<file path="src/lech_defines.svh">
// register offsets, field positions and reset values for the lane error counter block
`ifndef LECH_DEFINES_SVH
`define LECH_DEFINES_SVH
`define LECH_ADDR_W          12
`define LECH_LINK_PAGE_ADDR  12'h300
`define LECH_SOFT_RST_ADDR   12'h475
`define LECH_SOFT_RST_BIT    3
`define LECH_CTRL1_ADDR      12'h461
`define LECH_CTRL2_ADDR      12'h462
`define LECH_HOLD1_ADDR      12'h489
`define LECH_HOLD2_ADDR      12'h48a
`define LECH_CNT_BASE_ADDR   12'h4a0
`define LECH_IRQ_STAT_ADDR   12'h4b0
`define LECH_IRQ_CLR_ADDR    12'h4b1
`define LECH_IRQ_EN_ADDR     12'h4b2
`define LECH_HOLD_RST        3'h7
`define LECH_ENA_RST         3'h7
`define LECH_ENA_LSB         3
`define LECH_TERM_COUNT      8'hff
`define LECH_PAGES           2
`endif

</file>
<file path="src/lech_pkg.sv">
// types shared by the lane error counter block
package lech_pkg;
  typedef logic [2:0] lech_err_vec_t;  // bit2 ctrl char, bit1 not in table, bit0 disparity
  typedef logic [7:0] lech_count_t;
endpackage

</file>
<file path="src/lech_lane_error_counter_hold.sv">
// lane error counters with terminal count hold, paged by link, for lanes 1 and 2
// Notes on behaviour
// - with a counter's hold bit set, the counter stops at 0xff and stays there.
// - a held counter keeps 0xff until its own reset bit clears it to zero.
// - with a counter's hold bit clear, the counter wraps from 0xff to zero and keeps going.
// - the link page control picks which link's hold, control and counter registers an access reaches; soft reset and interrupt registers are shared.
// - in each three-bit field, bit 2 is control char, bit 1 not in table, bit 0 disparity.
// - each lane has three enable bits in the same order; only enabled counters count.
// - each lane has three reset bits in the same order; each clears its counter.
//
// Our own choice: the strobed register port.
`timescale 1ns/1ps
`include "lech_defines.svh"
module lech_lane_error_counter_hold #(
  parameter int PAGES = `LECH_PAGES,
  parameter int LANES = 2
) (
  // clock and reset
  input  wire logic                   clk,
  input  wire logic                   reset_n,
  // register port
  input  wire logic [11:0]            reg_addr,
  input  wire logic [7:0]             reg_wdata,
  input  wire logic                   reg_write,
  input  wire logic                   reg_read,
  output      logic [7:0]             reg_rdata,
  // error events per link and lane (same clock)
  input  wire lech_pkg::lech_err_vec_t lane1_err [PAGES],
  input  wire lech_pkg::lech_err_vec_t lane2_err [PAGES],
  // decoder soft reset and interrupt
  output      logic                   lane_deserializer_decoder_soft_reset,
  output      logic                   irq
);
  import lech_pkg::*;

  // ************************************************************
  // state
  // ************************************************************
  localparam int NCNT = LANES * 3;
  logic                 page_reg,  page_next;
  logic                 qrst_reg,  qrst_next;
  lech_err_vec_t        hold_reg   [PAGES][LANES];
  lech_err_vec_t        hold_next  [PAGES][LANES];
  lech_err_vec_t        ena_reg    [PAGES][LANES];
  lech_err_vec_t        ena_next   [PAGES][LANES];
  lech_count_t          cnt_reg    [PAGES][NCNT];
  lech_count_t          cnt_next   [PAGES][NCNT];
  logic [NCNT-1:0]      stat_reg,  stat_next;
  logic [NCNT-1:0]      irq_en_reg, irq_en_next;
  logic [7:0]           rdata_reg, rdata_next;
  lech_err_vec_t        err_in     [PAGES][LANES];

  // decode a lane control address to its lane index, or -1
  function automatic int lane_of(input logic [11:0] a, input logic [11:0] b1,
                                 input logic [11:0] b2);
    if (a == b1) return 0;
    if (a == b2) return 1;
    return -1;
  endfunction

  always_comb begin
    for (int p = 0; p < PAGES; p++) begin
      err_in[p][0] = lane1_err[p];
      err_in[p][1] = lane2_err[p];
    end
  end

  // ************************************************************
  // next state
  // ************************************************************
  always_comb begin
    int          hl;
    int          cl;
    int          ci;
    int          ln;
    int          bt;
    logic        wr_ctrl;
    logic [NCNT-1:0] set_ev;
    set_ev = '0;
    hl = lane_of(reg_addr, `LECH_HOLD1_ADDR, `LECH_HOLD2_ADDR);
    cl = lane_of(reg_addr, `LECH_CTRL1_ADDR, `LECH_CTRL2_ADDR);
    ci = -1;
    ln = 0;
    bt = 0;
    wr_ctrl = 1'b0;
    page_next = page_reg;
    qrst_next = qrst_reg;
    hold_next = hold_reg;
    ena_next  = ena_reg;
    irq_en_next = irq_en_reg;
    stat_next = stat_reg;
    if (reg_addr >= `LECH_CNT_BASE_ADDR &&
        reg_addr < `LECH_CNT_BASE_ADDR + 12'(NCNT))
      ci = int'(reg_addr - `LECH_CNT_BASE_ADDR);
    if (reg_write) begin
      if (reg_addr == `LECH_LINK_PAGE_ADDR)
        page_next = reg_wdata[0];
      if (reg_addr == `LECH_SOFT_RST_ADDR)
        qrst_next = reg_wdata[`LECH_SOFT_RST_BIT];
      if (hl >= 0 && qrst_reg)
        hold_next[page_reg][hl] = reg_wdata[2:0];
      if (cl >= 0) begin
        ena_next[page_reg][cl] = reg_wdata[5:`LECH_ENA_LSB];
        wr_ctrl = 1'b1;
      end
      if (reg_addr == `LECH_IRQ_EN_ADDR)
        irq_en_next = reg_wdata[NCNT-1:0];
    end
    // counters: reset wins over count
    for (int p = 0; p < PAGES; p++) begin
      for (int c = 0; c < NCNT; c++) begin
        ln = c / 3;
        bt = 2 - (c % 3);  // index 0 = bit2 ctrl char
        cnt_next[p][c] = cnt_reg[p][c];
        // reset bit clears even a held count
        if (wr_ctrl && p == int'(page_reg) && ln == cl && reg_wdata[bt]) begin
          cnt_next[p][c] = '0;
        end else if (ena_reg[p][ln][bt] && err_in[p][ln][bt]) begin
          if (hold_reg[p][ln][bt] && cnt_reg[p][c] == `LECH_TERM_COUNT)
            cnt_next[p][c] = cnt_reg[p][c];  // keeps held value
          else
            cnt_next[p][c] = cnt_reg[p][c] + 8'h01;  // wraps
          if (cnt_reg[p][c] == `LECH_TERM_COUNT) begin
            stat_next[c] = 1'b1;
            set_ev[c] = 1'b1;  // remembered so a clear cannot swallow it
          end
        end
      end
    end
    // write-one clear; a new event in the same cycle wins
    if (reg_write && reg_addr == `LECH_IRQ_CLR_ADDR) begin
      for (int c = 0; c < NCNT; c++) begin
        if (reg_wdata[c] && !set_ev[c])
          stat_next[c] = 1'b0;
      end
    end
    // read data, one cycle later
    rdata_next = 8'h00;
    if (reg_read) begin
      if (reg_addr == `LECH_LINK_PAGE_ADDR)
        rdata_next = {7'h00, page_reg};
      else if (reg_addr == `LECH_SOFT_RST_ADDR)
        rdata_next = 8'(qrst_reg) << `LECH_SOFT_RST_BIT;
      else if (hl >= 0)
        rdata_next = {5'h00, hold_reg[page_reg][hl]};
      else if (cl >= 0)
        rdata_next = {2'h0, ena_reg[page_reg][cl], 3'h0};
      else if (ci >= 0)
        rdata_next = cnt_reg[page_reg][ci];
      else if (reg_addr == `LECH_IRQ_STAT_ADDR)
        rdata_next = 8'(stat_reg);
      else if (reg_addr == `LECH_IRQ_EN_ADDR)
        rdata_next = 8'(irq_en_reg);
    end
  end

  // ************************************************************
  // registers
  // ************************************************************
  always_ff @(posedge clk) begin
    if (!reset_n) begin
      page_reg   <= 1'b0;
      qrst_reg   <= 1'b0;
      stat_reg   <= '0;
      irq_en_reg <= '0;
      rdata_reg  <= 8'h00;
      for (int p = 0; p < PAGES; p++) begin
        for (int l = 0; l < LANES; l++) begin
          hold_reg[p][l] <= `LECH_HOLD_RST;
          ena_reg[p][l]  <= `LECH_ENA_RST;
        end
        for (int c = 0; c < NCNT; c++)
          cnt_reg[p][c] <= 8'h00;
      end
    end else begin
      page_reg   <= page_next;
      qrst_reg   <= qrst_next;
      stat_reg   <= stat_next;
      irq_en_reg <= irq_en_next;
      rdata_reg  <= rdata_next;
      hold_reg   <= hold_next;
      ena_reg    <= ena_next;
      cnt_reg    <= cnt_next;
    end
  end

  // outputs
  assign reg_rdata = rdata_reg;
  assign lane_deserializer_decoder_soft_reset = qrst_reg;
  assign irq = |(stat_reg & irq_en_reg);
endmodule

</file>
<file path="config.mk">
export PLATFORM = sky130hd
export DESIGN_NAME = lech_lane_error_counter_hold
export DESIGN_NICKNAME = d
export VERILOG_FILES = /design/src/lech_pkg.sv /design/src/lech_lane_error_counter_hold.sv
export VERILOG_INCLUDE_DIRS = /design/src
export SDC_FILE = /design/constraint.sdc
export NUM_CORES = 1
export LEC_CHECK = 0
export BUFFER_PORTS_ARGS = -buffer_cell sky130_fd_sc_hd__buf_2
export CELL_PAD_IN_SITES_DETAIL_PLACEMENT = 1
export CELL_PAD_IN_SITES_GLOBAL_PLACEMENT = 1
export CORE_MARGIN = 3
export CORE_UTILIZATION = 30
export CTS_BUF_LIST = sky130_fd_sc_hd__clkbuf_4 sky130_fd_sc_hd__clkbuf_8
export CTS_CLUSTER_DIAMETER = 200
export DETAILED_ROUTE_END_ITERATION = 8
export HOLD_SLACK_MARGIN = 0.12
export PLACE_DENSITY_LB_ADDON = 0.12
export SETUP_SLACK_MARGIN = 0.5
export SLEW_MARGIN = 20
export SYNTH_ARGS = -nofsm -noshare
export SYNTH_HDL_FRONTEND = slang
export SYNTH_SLANG_ARGS = --single-unit
</file>
<file path="constraint.sdc">
create_clock -name clk -period 6.9 [get_ports clk]
set_clock_uncertainty 0.2 [all_clocks]
set_input_delay 1.38 -clock clk [delete_from_list [all_inputs] [get_ports clk]]
set_output_delay 1.38 -clock clk [all_outputs]
set_load 0.02 [all_outputs]
</file>
* Word-level counts from Yosys, hierarchy flattened *
Cells that the tools add are included.

word-level totals
  register bits = 142
  input bits = 36
  output and inout bits = 10

operators by class
  add/sub/neg operators = 13
  magnitude comparators = 12
  equality and inequality tests = 22
  mux-type cells = 129
  bitwise gates (word level) = 20
  reduce and logical (&&, ||, !) cells = 96

operators by type and width
  operator                                                             number
  two-way mux 32 bit                                                   5
  two-way mux 48 bit                                                   3
  adder 8 x 1 -> 8 bit (second input constant)                         12
  equality test 12 x 11 -> 1 bit (second input constant)               8
  equality test 8 bit (second input constant)                          12
  greater-or-equal comparator 32 x 1 -> 1 bit (second input constant)  3
  inverter 32 bit                                                      3
  two-way mux 1 bit                                                    89
  two-way mux 6 bit                                                    12
  greater-or-equal comparator 32 x 2 -> 1 bit (second input constant)  2
  < comparator 32 x 1 -> 1 bit (second input constant)                 2
  logical AND 1 bit                                                    54
  AND reduction 2 bit                                                  18
  equality test 2 x 32 -> 1 bit (first input constant)                 1
  greater-or-equal comparator 32 x 4 -> 1 bit (second input constant)  1
  zero test 32 bit                                                     1
  binary-select mux 8 bit (select 3 bit)                               1
  bitwise mux 12 bit                                                   2
  two-way mux 3 bit                                                    8
  two-way mux 8 bit                                                    3
  OR reduction 2 bit                                                   12
  inverter 1 bit                                                       15
  subtractor 12 x 11 -> 13 bit (second input constant)                 1
  demux 6 bit (select 1 bit)                                           2
  other kinds (14)                                                     22

* Depth between registers and ports, before layout *
Gate-level depths: netlist of the first run.

  depth in word-level cells = 19
  depth in mapped cells = 11
  gate-level depth less buffers = 9

* Worst setup path after synthesis of the first run *
No wires, ideal clock.

  kind = in2reg
  start point = input port reg_addr[9]
  end point = register rdata_reg[6] (netlist: reg_rdata[6])
  library setup time = 0.116 ns
  arrival time = 3.849 ns
  path slack = 2.735 ns
  stages on the path = 8
  cells stage by stage = or4b_4 -> or3_1 -> nor3_4 -> buf_2 -> mux4_2 -> mux2_2 -> a32oi_1 -> nor2_1

between the ends
  word-level cells in the longest chain between the ends = 8
  elaborated cells on any way between the ends = 32
  classes of those cells = add/sub (1); order compare (5); eq/ne (6); mux (17); bitwise (1); reduce/logical (2)

ends and longest elaborated chain
  what                                                                                                 line                                 source
  start: declaration                                                                                   lech_lane_error_counter_hold.sv:22   input wire logic [11:0] reg_addr,
  parallel branches: the longest is 8 deep, another holds greater-or-equal comparator 32 x 1 -> 1 bit  -
  end signal: assignment                                                                               lech_lane_error_counter_hold.sv:180  rdata_reg <= rdata_next;
  end: declaration                                                                                     lech_lane_error_counter_hold.sv:50   logic [7:0] rdata_reg, rdata_next;

Several ways; the timed one is not identified. The select of a mux whose other input is x is not followed.
A chain may end at the register's enable or synchronous reset.

* Worst setup path in the final report of the first run *
  start point = input port reg_addr[2]
  end point = register rdata_reg[3] (netlist: reg_rdata[3])

between the ends
  word-level cells in the longest chain between the ends = 12
  elaborated cells on any way between the ends = 43
  classes of those cells = add/sub (1); order compare (5); eq/ne (8); mux (25); bitwise (2); reduce/logical (2)

ends and longest elaborated chain
  what
  parallel branches: the longest is 12 deep, another holds greater-or-equal comparator 32 x 1 -> 1 bit

Several ways; the timed one is not identified. The select of a mux whose other input is x is not followed.

==> results by group, run 1 <==
Status
  • Status: finished clean

Min path
  • Hold path endpoint: cnt_reg[39]
  • HP Start: cnt_reg[39]
  • Worst Hold Path Cells: 2
  • HP Class: reg -> reg

Power and ir drop
  • Internal: 1.19 mW
  • Total power: 1.65 mW
  • VDD IR-drop max: 0.0000970 V
  • Seq pwr share: 51.9%
  • P_sw: 0.465 mW
  • PD cells: 198 mW/mm^2
  • LEAKAGE: 2.95 nW
  • Combinational share of power: 6.9%
  • Clk pwr share: 41.2%
  • Switching share of power: 28.1%

Critical path
  • Reg2reg start: cnt_reg[56]
  • Worst-case reg-to-reg path depth: 8
  • Startpoint Class: input pin
  • Worst EP required: 7090 ps
  • FF-to-FF End: cnt_reg[61]
  • Maximum net fanout on the critical path: 16
  • WP data arrival: 4590 ps
  • CP Class: in -> reg
  • CP endpoint kind: register
  • R2R Setup Slk: 4330 ps

Route
  • Average wire per standard cell: 20.8 um
  • Final WL: 24600 um
  • Drt pass-1 iters: 5
  • Detailed-route via count: 6336
  • Drt initial violations: 368
  • Number of vias per cell: 5.35
  • DRC viols: 0
  • Routed Antenna Nets: 0

Place
  • DP Wirelength: 19000 um
  • I/O Buffers: 43
  • Routability Congestion: 0.821
  • Post-DP Area: 0.00796 mm^2

Layout
  • Final nets: 903
  • Layout cells sized above 1: 14.5%
  • Number of diodes: 0
  • Max reg flops: 96
  • Layout area overhead: 13.5%
  • Design area: 0.00836 mm^2

Clocking
  • Worst-case clock buffer depth: 2
  • TritonCTS clock tree: yes
  • Number of gates resized after cts: 0
  • Post-CTS Hold Fix Bufs: 0
  • Worst-Skew Late Latency: 480 ps
  • CTS Root Cell: clkbuf_8
  • Clock-pin transition on the worst setup and hold timing paths: 90 ps
  • Clock sinks: 142
  • Num CTS Buffers: 17
  • Postcts setup bufs: 0
  • H-tree levels: 4

STA
  • Final Hold Viols: 0
  • Final setup fails: 0
  • TNS Setup: 0 ps
  • RSZ-0062 raised after global routing: false
  • Worst-margin pin slew: 1020 ps
  • Fmax: 0.227 GHz
  • Crit share post-route: 63.8%
  • Max-Slew Margin vs Limit: 31.3%
  • Minimum clock period: 4400 ps
  • Slew Viols, Final: 0

Logic synthesis
  • Post-synth EDFFs: 0
  • Asr flop ratio synth: 0%
  • Post-synthesis cell count: 804
  • FF+latch count, synth: 142
  • Sequential share of the synthesized area: 38.6%
  • Top_reg_cell synth: dfxtp_1
  • Post-synth net total: 854
  • Synth Warn #: 0
  • Mapped Avg Cell Area: 9.17 um^2
  • Yosys cell types: 58
  • Mapped cell area: 0.00737 mm^2

Floorplan
  • Initial core utilization: 30.9%
  • Die height: 163 um
  • FP Rows: 56
  • Core area: 0.0238 mm^2
  • # IOs: 46
  • DIE WIDTH: 163 um
  • Die area: 0.0265 mm^2

Global routing
  • Vias in the first global route: 6647
  • Antenna violations before repair: 0
  • Gr usage total: 19.2%
  • First-pass GRT wire length: 39100 um
  • GRT overflow: 0
  • Largest net degree at the start of global routing: 51

Job
  • Max-cap violations: 0
routing by layer:
metal	part of all wire (%)	vias up	GRT usage, %	wire length [um]
met2	48	100	31.8	11700
met4	1.3	0	4.84	317
met5	0	-	0	0
met3	3.7	20	2.70	907
met1	47	3198	26.3	11700
li1	-	3018	-	-
cells in the mapped netlist, types with 15 or more instances:
cell / instances / area [um^2]
a21oi_1: 39 / 195
and3_1: 15 / 93.8
o21ai_0: 24 / 120
clkbuf_1: 17 / 63.8
nand2_1: 103 / 387
nand3_1: 39 / 195
dfxtp_1: 142 / 2840
mux4_2: 27 / 608
mux2i_1: 46 / 460
xnor2_1: 15 / 131
nor2b_1: 15 / 93.8
or3_1: 22 / 138
nand4_1: 34 / 213
nor2_1: 98 / 368
xor2_1: 51 / 447
worst max-delay path, stage by stage:
cell and delay (ps):
buf_2 210, nor4_4 580, a41oi_2 370, nor3_4 770, mux2i_1 160, mux4_2 530, or3b_1 370, a21oi_1 200
worst max path at each step:
stage / end / slack (ps) / depth (start not counted) / from
finish: reg_rdata[3] / 2500 / 8 / reg_addr[2]
global route: stat_reg[2] / 2310 / 8 / reg_addr[2]
CTS: reg_rdata[0] / 2180 / 9 / reg_addr[2]
detailed placement: reg_rdata[0] / 1670 / 9 / reg_addr[2]
global placement: reg_rdata[0] / 1710 / 9 / reg_addr[2]
floorplan: reg_rdata[6] / 2730 / 8 / reg_addr[9]
power groups by stage:
stage / combinational, mW / clock, mW / sequential, mW
after floorplan: 0.0736 / 0 / 0.867
after detailed placement: 0.116 / 0 / 0.877
after global routing: 0.129 / 0.738 / 0.861
after global placement: 0.110 / 0 / 0.876
after CTS: 0.116 / 0.702 / 0.858
final: 0.114 / 0.682 / 0.858
logic make-up (layout without fill, tap and decap cells):
family / count (synthesis) / in the layout / synth area share [%]
DFF: 142 / 142 / 38.6
and+or+nand+nor: 376 / 376 / 25.6
xor gates and xnor gates: 66 / 66 / 7.84
buffers and inverters: 28 / 90 / 1.49
adders and majority gates: 14 / 14 / 2.38
muxes: 77 / 77 / 15.5
AOI/OAI and AO/OA: 101 / 101 / 8.61
layout by cell type, fill, tap and decap left out, drive strengths merged, types with 3 or more instances in the layout:
| cell | instances |
|---|---|
| clkbuf | 19 |
| ha | 14 |
| nand2b | 3 |
| and4 | 7 |
| buf | 52 |
| o21ai | 24 |
| a22o | 4 |
| mux4 | 29 |
| xnor2 | 15 |
| nor4 | 4 |
| a31o | 3 |
| and3 | 15 |
| o22ai | 3 |
| inv | 11 |
| clkinv | 4 |
| nand4 | 34 |
| and2 | 5 |
| xor2 | 51 |
| dfxtp | 142 |
| nor4b | 3 |
| nor2b | 15 |
| nand2 | 103 |
| a21oi | 39 |
| or4b | 3 |
| or3 | 22 |
| nor3 | 18 |
| clkinvlp | 3 |
| nand3 | 39 |
| mux2i | 46 |
| nor2 | 98 |
| a22oi | 10 |
metrics by stage:
step | util, % | instances | hold slack [ps] | worst slack (ps)
floorplan | - | 804 | 259 | 2730
global placement | 33.4 | 1152 | 280 | 1710
detailed placement | 33.4 | 1152 | 301 | 1670
CTS | 35.0 | 1184 | 320 | 2180
global route | 35.1 | 1185 | 356 | 2310
finish | 35.1 | 1185 | 323 | 2500
area by class of cell:
class / count / area (um^2)
well taps: 319 / 399
repair buffers: 52 / 290
clock inverters: 13 / 130
inverters: 6 / 22.5
fillers: 2782 / 15500
multi-input cells: 634 / 4420
clock buffers: 19 / 262
flip-flops and latches: 142 / 2840
No activity file was read; power rests on OpenSTA's default activity.
==> run 2: changes to the inputs <==
--- a/config.mk
+++ b/config.mk
@@ -6,6 +6,7 @@
 export SDC_FILE = /design/constraint.sdc
 export NUM_CORES = 1
 export LEC_CHECK = 0
+export ABC_AREA = 1
 export BUFFER_PORTS_ARGS = -buffer_cell sky130_fd_sc_hd__buf_2
 export CELL_PAD_IN_SITES_DETAIL_PLACEMENT = 1
 export CELL_PAD_IN_SITES_GLOBAL_PLACEMENT = 1
==> constraint.sdc (replaced) <==
create_clock -name clk -period 4.44 [get_ports clk]
set_clock_uncertainty 0.2 [all_clocks]
set_input_delay 0.888 -clock clk [delete_from_list [all_inputs] [get_ports clk]]
set_output_delay 0.888 -clock clk [all_outputs]
set_load 0.02 [all_outputs]
==> run 2 against run 1 <==
Die area increased by 9.5%. Non-clock buffer count unchanged. Highest routed layer is now met5. Clock-buffer cell count decreased by 1. Synthesized cell count increased by 52%. Wire length increased by 19%. Hold slack got worse by 59 ps.
==> results by group, run 2 <==
Route
  • DRC viols: 0 (unchanged)
  • Number of vias per cell: 5.15 (-3.7%)
  • Routed Antenna Nets: 0 (unchanged)
  • Drt pass-1 iters: 6 (+1)
  • Detailed-route via count: 8276 (+31%)
  • Final WL: 29300 um (+19%)
  • Average wire per standard cell: 18.2 um (-12%)
  • Drt initial violations: 487 (+32%)

Logic synthesis
  • Post-synthesis cell count: 1220 (+52%)
  • Adder-cell share of the synthesized area: 2.16% (-0.21 points)
  • Sequential share of the synthesized area: 35.1% (-3.5 points)
  • Post-Synth XOR/XNOR Area: 1.08% (-6.8 points)
  • Top cells by count, synth: nand2_1 (299), inv_1 (149), dfxtp_1 (142)
  • Combinational family with the most area after synthesis: simple AND/OR/NAND/NOR gates
  • Top cell type's share of synthesized area: 35.1% (-3.5 points)
  • Top_reg_cell synth: dfxtp_1
  • Synth Warn #: 0 (unchanged)
  • Post-synth net total: 1270 (+49%)
  • Simple-Gate Fraction of Synth Area: 35.4% (+9.8 points)
  • Most numerous cell in the Yosys netlist: nand2_1
  • Post-synth EDFFs: 0 (unchanged)
  • Mapped cell area: 0.00810 mm^2 (+9.9%)
  • Synth area leaders: dfxtp_1 (35%), nand2_1 (14%), inv_1 (6.9%)
  • Post-synthesis mux area share: 0% (-16 points)
  • Dominant cell type by area after synthesis: dfxtp_1
  • Mapped Avg Cell Area: 6.64 um^2 (-28%)
  • FF+latch count, synth: 142 (unchanged)
  • Yosys cell types: 38 (-34%)
  • Asr flop ratio synth: 0% (unchanged)
  • Compound-Gate Fraction of Synth Area: 17.3% (+8.7 points)

Clocking
  • CTS Root Cell: clkbuf_8
  • Number of gates resized after cts: 0 (unchanged)
  • TritonCTS clock tree: yes
  • Clock-pin transition on the worst setup and hold timing paths: 100 ps (about the same)
  • Postcts setup bufs: 0 (unchanged)
  • H-tree levels: 4 (unchanged)
  • Clock sinks: 142 (unchanged)
  • Worst-Skew Late Latency: 470 ps (about the same)
  • Num CTS Buffers: 17 (unchanged)
  • Post-CTS Hold Fix Bufs: 0 (unchanged)
  • Worst-case clock buffer depth: 2 (unchanged)

Place
  • Placed instance count: 1578 (+37%)
  • I/O Buffers: 43 (unchanged)
  • Routability Congestion: 0.827 (+0.76%)
  • DP Wirelength: 22500 um (+19%)
  • Post-DP Area: 0.00868 mm^2 (+9.1%)

Floorplan
  • Die height: 170 um (+4.6%)
  • DIE WIDTH: 170 um (+4.6%)
  • # IOs: 46 (unchanged)
  • Core area: 0.0263 mm^2 (+10%)
  • Die area: 0.0290 mm^2 (+9.5%)
  • FP Rows: 59 (+5.4%)
  • Initial core utilization: 30.8% (-0.12 points)

Layout
  • Layout area overhead: 12.5%
  • Layout cells sized above 1: 9.82% (-4.7 points)
  • Post-Route Utilization: 34.7% (-0.44 points)
  • Most frequent cells in the layout: nand2_1 (299), inv_1 (149), dfxtp_1 (141)
  • Most common cell after layout, fill and taps aside: nand2_1
  • Fillcell total: 3362 (+21%)
  • Design area: 0.00911 mm^2 (+8.9%)
  • Number of diodes: 0 (unchanged)
  • Max reg flops: 96 (unchanged)
  • Final nets: 1312 (+45%)
  • Non-Filler Instances: 1608 (+36%)

STA
  • Final Hold Viols: 0 (unchanged)
  • RSZ-0062 raised after global routing: false
  • Final setup fails: 0 (unchanged)
  • Fmax: 0.322 GHz
  • TNS Setup: 0 ps (unchanged)
  • Worst-margin pin slew: 666 ps (-350 ps)
  • Slew Viols, Final: 0 (unchanged)
  • Crit share post-route: 70.0%
  • Max-Slew Margin vs Limit: 55.5% (+24 points)
  • Minimum clock period: 3110 ps

Min path
  • HP Class: reg -> reg

Global routing
  • First-pass GRT wire length: 46300 um (+19%)
  • Vias in the first global route: 8204 (+23%)
  • Antenna violations before repair: 1 (+1)
  • GRT overflow: 0 (unchanged)
  • Gr usage total: 20.5% (+1.3 points)
  • Largest net degree at the start of global routing: 58 (+14%)

Status
  • Status: finished clean

Critical path
  • CP endpoint kind: register
  • Worst EP required: 4600 ps (-2490 ps)
  • CP Class: in -> reg
  • Startpoint Class: input pin
  • WP data arrival: 3270 ps (-1320 ps)
  • Maximum net fanout on the critical path: 39 (+23)

Job
  • Max-cap violations: 0 (unchanged)

Power and ir drop
  • PD cells: 298 mW/mm^2 (+51%)
  • VDD IR-drop max: 0.000135 V (+39%)
  • LEAKAGE: 3.63 nW (+23%)
## run 2: cell count changes after synthesis, moves of 41 or more
cell     change
nand3_1     +64
a21oi_1     +59
inv_1      +143
mux2i_1     -46
xor2_1      -41
o21ai_0     +46
nand2_1    +196
## run 2: final cells by class
cell class | instances | area, um^2 | share of cell area, %
Clock buffer | 18 | 248 | 2.72
Inverter | 157 | 589 | 6.47
Multi-Input combinational cell | 892 | 4530 | 49.7
Sequential cell | 142 | 2840 | 31.2
Clock inverter | 12 | 186 | 2.05
Tap cell | 335 | 419 | 4.60
Timing Repair Buffer | 52 | 295 | 3.24
## run 2: critical path: stages
cell and delay [ps]:
buf_2 140, inv_2 180, nand2_1 110, nor2_2 220
nand2_1 130, nand2_4 340, nand3_4 100, buf_4 290
a21oi_1 160, o21ai_0 130, nand3_1 170, nand3_1 130
a21oi_1 240
## run 2: worst paths after layout
| path | startpoint | slack, ps | cells past startpoint | to |
|---|---|---|---|---|
| min | cnt_reg[63] | 260 | 2 | cnt_reg[63] |
| min reg2reg | cnt_reg[63] | 260 | 2 | cnt_reg[63] |
| max reg2reg | page_reg | 1880 | 8 | cnt_reg[38] |
| max | reg_addr[1] | 1330 | 13 | reg_rdata[7] |
## run 2: per-layer routing
metal | vias up | GRT usage, % | wire (um)
met1 | 3946 | 28.4 | 14400
met2 | 105 | 34.2 | 13700
met3 | 19 | 2.79 | 801
met4 | 2 | 4.16 | 305
met5 | - | 0 | 14
li1 | 4204 | - | -
## run 2: where the power goes
part	leakage, nW	total, mW	switching [mW]	internal, mW
logic	2.27	0.207	0.149	0.0579
registers	1.15	1.31	0.0166	1.29
clock network	0.214	1.20	0.572	0.629
## run 2: cells by family (layout without fill, tap and decap cells)
family,after synthesis,after routing
and+or+nand+nor,626,626
AOI/OAI and AO/OA,242,242
buffers and inverters,186,239
DFF,142,142
adders and majority gates,14,14
xor gates and xnor gates,10,10
## run 2: through the flow
step,power (mW),worst slack [ps],hold slack [ps]
global placement,1.54,857,249
floorplan,1.46,1880,239
detailed placement,1.55,845,258
CTS,2.75,1330,273
finish,2.72,1330,264
global route,2.83,1170,301
